==> src/hdl/port_irq_pkg.sv <==
// Purpose: shared constants for the port latch and outside interrupt block
// Assumes: 8-bit register bus, byte offsets as printed
// Notes: edge sense choice register sits beside the enables as an input-facing register
package port_irq_pkg;
   localparam int DATA_W = 8; // register data width
   localparam int ADDR_W = 8; // register address width
   localparam int PIN_N = 7; // port pins
   localparam int IRQ_N = 3; // outside interrupt pins
   localparam logic [7:0] OFS_LATCH = 8'h00; // port output latch
   localparam logic [7:0] OFS_FLAGS = 8'h01; // edge detect flags
   localparam logic [7:0] OFS_ENABLES = 8'h02; // interrupt enables
   localparam logic [7:0] OFS_SENSE = 8'h03; // edge sense choice register
   localparam logic [6:0] RST_LATCH = 7'h7F; // latch reset value
   localparam logic [2:0] RST_FLAGS = 3'h0; // flags reset value
   localparam logic [2:0] RST_ENABLES = 3'h0; // enables reset value
   localparam logic [2:0] RST_SENSE = 3'h0; // sense reset value
   localparam logic [7:0] READ_ZERO = 8'h00; // unmapped read answer
   localparam logic SENSE_RISE = 1'b0; // choice 0 selects rising edge
endpackage

==> src/hdl/pin_sync.sv <==
// Purpose: two-flop synchroniser for a group of pins
// Assumes: single clock, clock enable freezes state
// Notes: first stage is read only by the second
`timescale 1ns/1ns
`default_nettype none
module pin_sync #(
   parameter int W = 3
) (
   input wire logic clk,
   input wire logic rst,
   input wire logic ce,
   input wire logic [W-1:0] din,
   output logic [W-1:0] dout
);
   logic [W-1:0] stage1; // metastability catch stage
   // two flops in series
   always_ff @(posedge clk or posedge rst) begin
      if (rst) begin
         stage1 <= '0;
         dout <= '0;
      end else if (ce) begin
         stage1 <= din;
         dout <= stage1;
      end
   end
endmodule
`default_nettype wire

==> src/hdl/edge_pick.sv <==
// Purpose: chosen-edge detector per interrupt pin
// Assumes: inputs already synchronised
// Notes: pulse is one cycle wide per edge
`timescale 1ns/1ns
`default_nettype none
module edge_pick #(
   parameter int W = 3
) (
   input wire logic clk,
   input wire logic rst,
   input wire logic ce,
   input wire logic [W-1:0] level,
   input wire logic [W-1:0] falling_sel,
   output logic [W-1:0] hit
);
   logic [W-1:0] prev; // last sampled level
   wire [W-1:0] rise = level & ~prev; // rising seen
   wire [W-1:0] fall = ~level & prev; // falling seen
   assign hit = ce ? ((rise & ~falling_sel) | (fall & falling_sel)) : '0;
   // level history
   always_ff @(posedge clk or posedge rst) begin
      if (rst) begin
         prev <= '0;
      end else if (ce) begin
         prev <= level;
      end
   end
endmodule
`default_nettype wire

==> src/hdl/port_out_and_ext_irq.sv <==
// Purpose: port output latch plus three outside interrupt flags and enables
// Assumes: plain register port, read data one cycle after the read strobe
// Notes: port direction lives elsewhere; pins follow the latch directly
// Notes on behaviour
// - port latch resets to 7F
// - latch low seven bits drive pins
// - latch read returns stored value
// - direction change leaves latch alone
// - reserved bits read zero
// - flags and enables reset to zero
// - flag sets on selected pin edge
// - request when flag and enable both set
// - flag holds until software clears
// - enable one allows requests
// - enable zero blocks requests
// - sense zero rising, one falling
`timescale 1ns/1ns
`default_nettype none
module port_out_and_ext_irq #(
   parameter int PIN_N = port_irq_pkg::PIN_N,
   parameter int IRQ_N = port_irq_pkg::IRQ_N
) (
   input wire logic clk,
   input wire logic rst,
   input wire logic ce,
   input wire logic [7:0] addr,
   input wire logic [7:0] wdata,
   input wire logic wr,
   input wire logic rd,
   output logic [7:0] rdata,
   input wire logic [IRQ_N-1:0] outside_irq_pin,
   output logic [PIN_N-1:0] port_pins,
   output logic irq_request
);
   // register state
   logic [PIN_N-1:0] port_zero_output_latch; // port output latch
   logic [IRQ_N-1:0] edge_detect_flag; // sticky edge flags
   logic [IRQ_N-1:0] outside_irq_enable_bit; // per-pin enables
   logic [IRQ_N-1:0] edge_sense_choice; // 1 = falling edge
   logic [IRQ_N-1:0] pin_synced; // synchronised pins
   logic [IRQ_N-1:0] edge_hit; // one-cycle edge pulses

   // address match against one register offset
   function automatic logic reg_hit(input logic [7:0] a, input logic [7:0] ofs);
      return a == ofs;
   endfunction

   // address decode
   wire sel_latch = reg_hit(addr, port_irq_pkg::OFS_LATCH); // latch hit
   wire sel_flags = reg_hit(addr, port_irq_pkg::OFS_FLAGS); // flags hit
   wire sel_enables = reg_hit(addr, port_irq_pkg::OFS_ENABLES); // enables hit
   wire sel_sense = reg_hit(addr, port_irq_pkg::OFS_SENSE); // sense hit
   wire wr_latch = wr & sel_latch; // latch write
   wire wr_flags = wr & sel_flags; // flags write
   wire wr_enables = wr & sel_enables; // enables write
   wire wr_sense = wr & sel_sense; // sense write

   // flags held, cleared only by write
   wire [IRQ_N-1:0] next_flags = (wr_flags ? wdata[IRQ_N-1:0] : edge_detect_flag) | edge_hit;
   wire [IRQ_N-1:0] flag_set_view = edge_hit;
   // flag and enable make a request
   // enables as they stand after this edge
   wire [IRQ_N-1:0] next_enables = wr_enables ? wdata[IRQ_N-1:0] : outside_irq_enable_bit;
   wire next_request = |(next_flags & next_enables);

   wire [7:0] next_rdata = sel_latch ? {1'b0, port_zero_output_latch} :
      sel_flags ? {5'h00, edge_detect_flag} :
      sel_enables ? {5'h00, outside_irq_enable_bit} :
      sel_sense ? {5'h00, edge_sense_choice} : port_irq_pkg::READ_ZERO;

   pin_sync #(.W(IRQ_N)) u_sync (
      .clk(clk),
      .rst(rst),
      .ce(ce),
      .din(outside_irq_pin),
      .dout(pin_synced)
   );

   // edge detection per pin
   edge_pick #(.W(IRQ_N)) u_edge (
      .clk(clk),
      .rst(rst),
      .ce(ce),
      .level(pin_synced),
      .falling_sel(edge_sense_choice),
      .hit(edge_hit)
   );

   // latch reset and only write changes it
   always_ff @(posedge clk or posedge rst) begin
      if (rst) begin
         port_zero_output_latch <= port_irq_pkg::RST_LATCH;
      end else if (ce && wr_latch) begin
         port_zero_output_latch <= wdata[PIN_N-1:0];
      end
   end

   always_ff @(posedge clk or posedge rst) begin
      if (rst) begin
         port_pins <= port_irq_pkg::RST_LATCH;
      end else if (ce) begin
         port_pins <= wr_latch ? wdata[PIN_N-1:0] : port_zero_output_latch;
      end
   end

   // flags and enables reset to zero
   always_ff @(posedge clk or posedge rst) begin
      if (rst) begin
         edge_detect_flag <= port_irq_pkg::RST_FLAGS;
         outside_irq_enable_bit <= port_irq_pkg::RST_ENABLES;
         edge_sense_choice <= port_irq_pkg::RST_SENSE;
      end else if (ce) begin
         edge_detect_flag <= next_flags;
         if (wr_enables) begin
            outside_irq_enable_bit <= wdata[IRQ_N-1:0];
         end
         if (wr_sense) begin
            edge_sense_choice <= wdata[IRQ_N-1:0];
         end
      end
   end

   // registered request and read data
   always_ff @(posedge clk or posedge rst) begin
      if (rst) begin
         irq_request <= 1'b0;
         rdata <= port_irq_pkg::READ_ZERO;
      end else if (ce) begin
         irq_request <= next_request;
         rdata <= rd ? next_rdata : port_irq_pkg::READ_ZERO;
      end
   end

   // assertions
   latch_reset_a: assert property (@(posedge clk) $fell(rst) |->
      port_zero_output_latch == port_irq_pkg::RST_LATCH)
      else $error("latch not 7F after reset");
   pins_follow_a: assert property (@(posedge clk) disable iff (rst)
      ce && !wr_latch |=> port_pins == $past(port_zero_output_latch))
      else $error("pins differ from latch");
   latch_read_a: assert property (@(posedge clk) disable iff (rst)
      ce && rd && sel_latch |=> rdata == {1'b0, $past(port_zero_output_latch)})
      else $error("latch read wrong");
   latch_hold_a: assert property (@(posedge clk) disable iff (rst)
      !(wr && sel_latch) |=> $stable(port_zero_output_latch))
      else $error("latch changed without write");
   reserved_zero_a: assert property (@(posedge clk) disable iff (rst)
      rdata[7] == 1'b0 && (!$past(sel_latch) -> rdata[7:3] == 5'h00))
      else $error("reserved bits nonzero");
   flags_reset_a: assert property (@(posedge clk) $fell(rst) |->
      edge_detect_flag == 3'h0 && outside_irq_enable_bit == 3'h0)
      else $error("flags or enables not zero after reset");
   flag_set_a: assert property (@(posedge clk) disable iff (rst)
      ce && |flag_set_view |=> (edge_detect_flag & $past(flag_set_view)) == $past(flag_set_view))
      else $error("edge did not set flag");
   request_a: assert property (@(posedge clk) disable iff (rst)
      ce |=> irq_request == |($past(next_flags) & outside_irq_enable_bit))
      else $error("request mismatch");
   flag_sticky_a: assert property (@(posedge clk) disable iff (rst)
      !(wr && sel_flags) |=> (edge_detect_flag & $past(edge_detect_flag)) == $past(edge_detect_flag))
      else $error("flag cleared itself");
   enable_block_a: assert property (@(posedge clk) disable iff (rst)
      ce && outside_irq_enable_bit == 3'h0 && !wr_enables |=> !irq_request)
      else $error("request while disabled");
   set_wins_a: assert property (@(posedge clk) disable iff (rst)
      ce && wr_flags && edge_hit[0] |=> edge_detect_flag[0])
      else $error("clear beat edge");

   // reset values seen at the first edge after release

   // pins show reset latch value
   pins_reset_a: assert property (@(posedge clk) $fell(rst) |->
      port_pins == port_irq_pkg::RST_LATCH)
      else $error("pins not 7F after reset");

   // sense choice cleared by reset
   sense_reset_a: assert property (@(posedge clk) $fell(rst) |->
      edge_sense_choice == port_irq_pkg::RST_SENSE)
      else $error("sense choice not zero after reset");

   // no request straight after reset
   request_reset_a: assert property (@(posedge clk) $fell(rst) |->
      !irq_request)
      else $error("request after reset");

   // latch and pin behaviour

   // pins always mirror the latch
   pins_mirror_a: assert property (@(posedge clk)
      port_pins == port_zero_output_latch)
      else $error("pins and latch disagree");

   // written value lands in latch
   latch_write_a: assert property (@(posedge clk) disable iff (rst)
      ce && wr_latch |=> port_zero_output_latch == $past(wdata[PIN_N-1:0]))
      else $error("latch write lost");

   // written value reaches pins
   pins_write_a: assert property (@(posedge clk) disable iff (rst)
      ce && wr_latch |=> port_pins == $past(wdata[PIN_N-1:0]))
      else $error("pins missed write");

   // read bus behaviour

   // idle read data is zero
   rdata_idle_a: assert property (@(posedge clk) disable iff (rst)
      ce && !rd |=> rdata == port_irq_pkg::READ_ZERO)
      else $error("read data not idle");

   // flags read with zero top bits
   flags_read_a: assert property (@(posedge clk) disable iff (rst)
      ce && rd && sel_flags |=> rdata == {5'h00, $past(edge_detect_flag)})
      else $error("flags read wrong");

   // enables read with zero top bits
   enables_read_a: assert property (@(posedge clk) disable iff (rst)
      ce && rd && sel_enables |=> rdata == {5'h00, $past(outside_irq_enable_bit)})
      else $error("enables read wrong");

   // unmapped address reads zero
   unmapped_read_a: assert property (@(posedge clk) disable iff (rst)
      ce && rd && !(sel_latch || sel_flags || sel_enables || sel_sense)
      |=> rdata == port_irq_pkg::READ_ZERO)
      else $error("unmapped read nonzero");

   // flag and enable behaviour

   // software write stores flags
   flag_write_a: assert property (@(posedge clk) disable iff (rst)
      ce && wr_flags && !(|edge_hit) |=> edge_detect_flag == $past(wdata[IRQ_N-1:0]))
      else $error("flag write lost");

   // quiet cycle keeps flags
   flag_quiet_a: assert property (@(posedge clk) disable iff (rst)
      ce && !wr_flags && !(|edge_hit) |=> $stable(edge_detect_flag))
      else $error("flags moved on their own");

   // enable write lands
   enable_write_a: assert property (@(posedge clk) disable iff (rst)
      ce && wr_enables |=> outside_irq_enable_bit == $past(wdata[IRQ_N-1:0]))
      else $error("enable write lost");

   // enabled flag raises request
   enable_allow_a: assert property (@(posedge clk) disable iff (rst)
      ce && |(next_flags & next_enables) |=> irq_request)
      else $error("enabled flag gave no request");

   // standing flag keeps request
   flag_request_a: assert property (@(posedge clk) disable iff (rst)
      ce && !wr_flags && !wr_enables && |(edge_detect_flag & outside_irq_enable_bit)
      |=> irq_request)
      else $error("request dropped");

   // edge choice behaviour

   // sense write lands
   sense_write_a: assert property (@(posedge clk) disable iff (rst)
      ce && wr_sense |=> edge_sense_choice == $past(wdata[IRQ_N-1:0]))
      else $error("sense write lost");

   // rising edge caught on pin 0
   rise_hit_a: assert property (@(posedge clk) disable iff (rst)
      ce && $past(ce) && !edge_sense_choice[0] && $rose(pin_synced[0])
      |-> edge_hit[0])
      else $error("rising edge missed");

   // rising edge caught on pin 2
   rise_two_a: assert property (@(posedge clk) disable iff (rst)
      ce && $past(ce) && !edge_sense_choice[2] && $rose(pin_synced[2])
      |-> edge_hit[2])
      else $error("rising edge missed on pin 2");

   // falling edge caught on pin 0
   fall_hit_a: assert property (@(posedge clk) disable iff (rst)
      ce && $past(ce) && edge_sense_choice[0] && $fell(pin_synced[0])
      |-> edge_hit[0])
      else $error("falling edge missed");

   // falling edge caught on pin 1
   fall_one_a: assert property (@(posedge clk) disable iff (rst)
      ce && $past(ce) && edge_sense_choice[1] && $fell(pin_synced[1])
      |-> edge_hit[1])
      else $error("falling edge missed on pin 1");

   // unchosen edge ignored
   wrong_edge_a: assert property (@(posedge clk) disable iff (rst)
      ce && $past(ce) && edge_sense_choice[0] && $rose(pin_synced[0])
      |-> !edge_hit[0])
      else $error("wrong edge accepted");

   // two flop delay through synchroniser
   sync_delay_a: assert property (@(posedge clk) disable iff (rst)
      ce && $past(ce) && $past(ce, 2) && !$past(rst) && !$past(rst, 2)
      |-> pin_synced == $past(outside_irq_pin, 2))
      else $error("synchroniser delay wrong");

   // scenario covers
   cover_request: cover property (@(posedge clk) disable iff (rst) $rose(irq_request));
   cover_falling: cover property (@(posedge clk) disable iff (rst) edge_sense_choice[1] && edge_hit[1]);
   cover_clash: cover property (@(posedge clk) disable iff (rst) wr_flags && |edge_hit);
   cover_latch_rd: cover property (@(posedge clk) disable iff (rst) rd && sel_latch);
endmodule
`default_nettype wire

==> config.mk <==
export PLATFORM = sky130hd
export DESIGN_NAME = port_out_and_ext_irq
export DESIGN_NICKNAME = d
export VERILOG_FILES = /design/src/hdl/port_irq_pkg.sv /design/src/hdl/pin_sync.sv /design/src/hdl/edge_pick.sv /design/src/hdl/port_out_and_ext_irq.sv
export SDC_FILE = /design/constraint.sdc
export NUM_CORES = 1
export LEC_CHECK = 0
export ABC_AREA = 1
export BUFFER_PORTS_ARGS = -buffer_cell sky130_fd_sc_hd__clkbuf_2
export CAP_MARGIN = 40
export CORE_AREA = 2 2 64 66
export CTS_CLUSTER_DIAMETER = 100
export DETAILED_ROUTE_END_ITERATION = 8
export DIE_AREA = 0 0 66 68
export GPL_TIMING_DRIVEN = 0
export PLACE_DENSITY_LB_ADDON = 0.08
export RECOVER_POWER = 50
export SYNTH_ARGS = -nofsm -noshare
export SYNTH_HDL_FRONTEND = slang
export SYNTH_SLANG_ARGS = --single-unit
==> constraint.sdc <==
create_clock -name clk -period 1.7 [get_ports clk]
set_clock_uncertainty 0.2 [all_clocks]
set_input_delay 0.17 -clock clk [delete_from_list [all_inputs] [get_ports clk]]
set_output_delay 0.17 -clock clk [all_outputs]
set_load 0.01 [all_outputs]
==> out/metrics.csv, run 1 <==
metric,value,unit
synth_edf_count,0,
hpwl,3.14,mm
synth.area.top_cells,"dfrtp_1 33%, dfstp_2 19%, nand2_1 15%",
end_kind,flop,
clockBufferDepth,2,
num-fill-cells,365,
dp_cells,329,
r2r_end,irq_request,
dp_slack,56.0,ps
die_w,66,um
die-area,4490,um2
timing.rr.start,edge_sense_choice[0],
hold_viol,0,
yosysTopAreaCell,dfrtp_1,
crit_type,input port to flop,
seq_area_frac_synth,52.1,%
cap_viol_max_count,0,
io_buffers,36,
synthTopCellsByCount,"76 x nand2_1, 31 x nand3_1, 26 x dfrtp_1",
track_usage,21.6,%
critPathArrivalTime,1400,ps
total_power,2010,uW
cp-start-kind,input port,
die_h,68,um
path_max_fanout,3,
synth-seq-cells,40,
worstHoldPathType,input port to flop,
detail_route.vias_per_cell,4.95,
fin_ws,339,ps
worst_pin_slew,524,ps
synthToLayoutAreaGrowth,24.1,%
synth.most_common_cell,nand2_1,
drc,0,
insertion_delay,290,ps
cp.required,1740,ps
grt_pass1_vias,1557,
core,3860,um2
htree_num_levels,2,
grt_setup_unrepaired,no,
initial_core_util,50.7,%
grt.met1_usage,29.1,%
drt_wl_total,4.32,mm
synth_area,1960,um2
ant_nets,0,
place_congestion,0.860,
r2r_slack,390,ps
p_per_area,829,nW/um2
ys.flop_type,dfrtp_1,
antenna_found_initial,0,
fin_crit_sh,80.1,%
vias,1728,
fin_crit,1360,ps
wl_per_cell,12.4,um
cp-startpoint,wdata[1],
row_count,23,
cts_root_buffer,clkbuf_8,
finalMaxSlewViolations,0,
cts_resized,0,
synth.top_cell.area_share,33.3,%
setup_viol,0,
nNetsFinal,322,
first_iter_violations,126,
syn_area_per_cell,8.08,um2
grt_pass1_wl,7.20,mm
gr-max-usage-layer,met2,
syn_nets,266,
async_reset_ff_share,100,%
tns,0,ps
peakVddDrop,0.415,mV
status,completed,
whs,141,ps
grt_use_met2,35.2,%
leakage,0.00118,uW
r2r_cells,8,
drive_gt1_share,24.1,%
endpoint,irq_request,
syn_inst,242,
firstDrtPassIters,4,
cts_tree,done,
grt_max_degree,30,
n_antenna_cell,0,
met3_usage,5.43,%
ys_warn_count,0,
grt_overflow_total,0,
max_freq,735,MHz
clock_sink_count,40,
relSlewSlack,65.1,%
io_pins,40,
clkTransAtPathRegs,80,ps
final_cells,349,
cts_buffers,5,
ys_types,27,
## worst min-delay path by stage
stage                             from                        end  depth (start not counted)
global route                        wr        edge_detect_flag[1]                          5
detailed placement                 rst           u_sync.stage1[1]                          2
CTS                                rst           u_sync.stage1[1]                          3
finish                              ce        edge_detect_flag[0]                          6
floorplan                     wdata[3]  port_zero_output_latch[3]                          2
global placement    outside_irq_pin[1]           u_sync.stage1[1]                          3
## report_power, final
group	total (uW)	switching (uW)	internal, uW
sequential	1070	39.3	1030
combinational	278	166	112
clock	664	336	328
total	2010	541	1470
## layout by cell type, fill, tap and decap left out
cell type,instances
buf_4,1
clkbuf_8,6
dfrtp_1,26
inv_2,3
o21ai_0,20
nand2_2,3
nor2_2,3
nand4_1,2
or2_2,1
inv_1,21
clkinvlp_4,2
nor2_1,5
nor2_4,2
nand3_4,1
clkbuf_1,10
dfstp_2,14
nor3_1,1
or2_0,1
buf_12,1
conb_1,1
o22ai_1,2
clkinv_4,1
nand2_1,76
nor4_4,1
o21a_1,1
buf_1,2
buf_2,4
o21ai_1,12
a21oi_1,4
dlygate4sd3_1,12
nand3_1,31
clkbuf_2,29
## registers in the layout, summed over array words and instances (netlist names)
register,cells
outside_irq_enable_bit,3
rdata,7
u_sync.dout,3
u_sync.stage1,3
edge_sense_choice,3
u_edge.prev,3
edge_detect_flag,3
port_pins,7
irq_request,1
port_zero_output_latch,7
## stage by stage
| stage | util (%) | area, um2 |
|---|---|---|
| floorplan | - | 1960 |
| global placement | 57.0 | 2200 |
| detailed placement | 57.5 | 2220 |
| CTS | 63.2 | 2440 |
| global route | 62.9 | 2430 |
| finish | 62.9 | 2430 |
## critical path: stages
cell and delay [ps]:
dlygate4sd3_1 520, clkbuf_2 130, inv_1 60, o21ai_0 240
nand2_1 80, nand3_1 90, nand2_1 60, inv_1 50
## final cells by class
| cell class | instances | area (um2) | share of cell area [%] |
|---|---|---|---|
| Buffer | 10 | 46.3 | 1.91 |
| Clock buffer | 6 | 82.6 | 3.40 |
| Clock inverter | 2 | 15.0 | 0.619 |
| Inverter | 25 | 98.8 | 4.07 |
| Multi-Input combinational cell | 167 | 792 | 32.6 |
| Sequential cell | 40 | 1020 | 42.0 |
| Tap cell | 50 | 62.6 | 2.58 |
| Timing Repair Buffer | 49 | 312 | 12.8 |
## routing by layer
| metal | share of wire [%] | wire [um] |
|---|---|---|
| met2 | 47 | 2030 |
| met5 | 0 | 0 |
| met3 | 4.1 | 179 |
| met4 | 0.83 | 36 |
| met1 | 48 | 2070 |
## what timing repair did
item                                   4_1_cts  5_1_grt
buffers inserted                             0        0
hold buffers                                12        0
endpoints found under the hold margin       50        0
## logic make-up after synthesis
family          synth area share (%)
flops                           52.1
buf+inv                         7.42
compound gates                  10.2
other cells                    0.192
simple gates                    30.1
Power figures use the tool's default switching activity.
==> run 2: changes to the inputs <==
- clock period: 1.7 -> 1.36 ns (I/O delays scaled with it)
==> run 2 against run 1 <==
  * The run now ends with setup timing left
  * Total power grew 26%
  * Highest routed layer unchanged
  * Clock power increased by 26%
  * Sequential cell count did not move
  * Routed wire length up 4.7%
  * Final area up 2.6%
  * First-iteration DRC count fell by 17%
==> out/metrics.csv, run 2 (synthesis gave the netlist of run 1 again) <==
metric,value,unit,change
status,"complete, but fails checks",,was completed
violations,setup timing,,
layout_common_cells,"73 x nand2_1, 32 x clkbuf_2, 28 x nand3_1",,"was 76 x nand2_1, 31 x nand3_1, 29 x clkbuf_2"
fin_ws,-12.2,ps,was 339 ps
insertion_delay,300,ps,was 290 ps
ant_nets,0,,unchanged
r2r_end,irq_request,,unchanged
drc,0,,unchanged
cap_viol_max_count,0,,unchanged
drt_wl_total,4.52,mm,was 4.32 mm
power_frac_seq,52.7,%,was 53.2%
fin_crit,1370,ps,
stdcell_area,2490,um2,was 2430 um2
wl_per_cell,12.8,um,was 12.4 um
met2_length,2.16,mm,was 2.03 mm
r2r_slack,-10,ps,was 390 ps
place_congestion,0.860,,unchanged
clockPowerShare,32.9,%,was 33.0%
hold_viol,0,,unchanged
hpwl,3.14,mm,unchanged
finalMaxSlewViolations,0,,unchanged
timing.rr.start,edge_sense_choice[0],,unchanged
detail_route.vias_per_cell,5.02,,was 4.95
grt_pass1_vias,1557,,unchanged
p_sw,695,uW,was 541 uW
p_comb_share,14.4,%,was 13.8%
grt_max_degree,30,,unchanged
tns,-12.2,ps,was 0 ps
io_pins,40,,unchanged
clock_sink_count,40,,unchanged
htree_num_levels,2,,unchanged
vias,1776,,was 1728
die-area,4490,um2,unchanged
cts_buffers,5,,unchanged
first_iter_violations,104,,was 126
dp_slack,-250,ps,was 56.0 ps
grt_overflow_total,0,,unchanged
n_antenna_cell,0,,unchanged
grt_setup_unrepaired,yes,,was no
r2r_cells,8,,unchanged
path_max_fanout,3,,unchanged
worst_pin_slew,529,ps,was 524 ps
cts_root_buffer,clkbuf_8,,unchanged
die_w,66,um,unchanged
holdCritStartpoint,ce,,unchanged
worstHoldPathType,input port to flop,,unchanged
antenna_found_initial,0,,unchanged
crit_type,flop to flop,,was input port to flop
holdPathEnd,edge_detect_flag[0],,unchanged
peakVddDrop,0.518,mV,was 0.415 mV
cp-start-kind,flop,,was input port
cp.required,1360,ps,was 1740 ps
reg_top3,"port_pins (7), port_zero_output_latch (7), rdata (7)",,unchanged
whs,129,ps,was 141 ps
grt_pass1_wl,7.20,mm,unchanged
nNetsFinal,327,,was 322
clkTransAtPathRegs,80,ps,about the same
multi_input_area,823,um2,was 792 um2
synthToLayoutAreaGrowth,27.4,%,was 24.1%
register_area,1020,um2,unchanged
netSwitchingFraction,27.4,%,was 26.9%
cts_tree,done,,unchanged
io_buffers,36,,unchanged
final_util,64.6,%,was 62.9%
final_common_cell,nand2_1,,unchanged
track_usage,21.6,%,unchanged
met1_length,2.09,mm,was 2.07 mm
end_kind,flop,,unchanged
leakage,0.00121,uW,was 0.00118 uW
fin_crit_sh,101,%,
core,3860,um2,unchanged
hold_depth,6,,unchanged
max_freq,729,MHz,
initial_core_util,50.7,%,unchanged
clockBufferDepth,2,,unchanged
p_int,1850,uW,was 1470 uW
setup_viol,1,,was 0
wl_met3,203,um,was 179 um
top_layer_used,met4,,unchanged
critPathArrivalTime,1370,ps,was 1400 ps
dpl_cell_area,2220,um2,unchanged
p_per_area,1020,nW/um2,was 829 nW/um2
firstDrtPassIters,4,,unchanged
relSlewSlack,64.7,%,was 65.1%
num-fill-cells,356,,was 365
die_h,68,um,unchanged
row_count,23,,unchanged
drive_gt1_share,29.3,%,was 24.1%
## run 2: worst max path at each step
stage / from / endpoint / slack (ps) / cells past startpoint
global route: edge_sense_choice[0] / irq_request / -90 / 7
detailed placement: addr[5] / edge_sense_choice[0] / -250 / 9
global placement: rst / rdata[0] / -400 / 2
finish: edge_sense_choice[0] / irq_request / -10 / 8
CTS: edge_sense_choice[0] / irq_request / 50 / 8
floorplan: addr[5] / edge_sense_choice[0] / 40 / 8
## run 2: worst max-delay path: stages (launching register included)
cell	delay [ps]
dfrtp_1	420
nand3_2	90
nand2_2	60
nor2_2	140
nand3_1	100
nand2_1	90
nand3_2	70
nand2_2	70
inv_1	30
## run 2: routing by layer
metal  GRT usage [%]  up-vias
met4            5.36        0
met3            5.43        7
met1            29.1      826
met2            35.2       40
met5               0        -
li1                -      903
## run 2: timing repair
action,CTS,global route
setup endpoints to repair,0,6
endpoints found under the hold margin,50,0
resized for setup,0,10
buffers inserted,0,4
hold buffers,12,0
## run 2: power groups by stage
| stage | Combinational, uW | Clock [uW] | Sequential [uW] |
|---|---|---|---|
| 3_3_place_gp | 314 | 0 | 1360 |
| 2_1_floorplan | 201 | 0 | 1360 |
| 5_1_grt | 419 | 901 | 1350 |
| 3_5_place_dp | 326 | 0 | 1360 |
| 6_report | 366 | 836 | 1340 |
| 4_1_cts | 354 | 857 | 1340 |
## run 2: final cells by class
| class | instances | area share (%) |
|---|---|---|
| Inverter | 25 | 3.97 |
| Clock inverter | 2 | 0.603 |
| Timing Repair Buffer | 53 | 13.8 |
| Sequential cell | 40 | 40.9 |
| Tap cell | 50 | 2.51 |
| Clock buffer | 6 | 3.31 |
| Buffer | 10 | 1.86 |
| Multi-Input combinational cell | 168 | 33.0 |
## run 2: through the flow
step / total power (uW) / std cells
floorplan: 1560 / 242
global placement: 1670 / 328
detailed placement: 1680 / 329
CTS: 2550 / 349
global route: 2670 / 354
finish: 2540 / 354
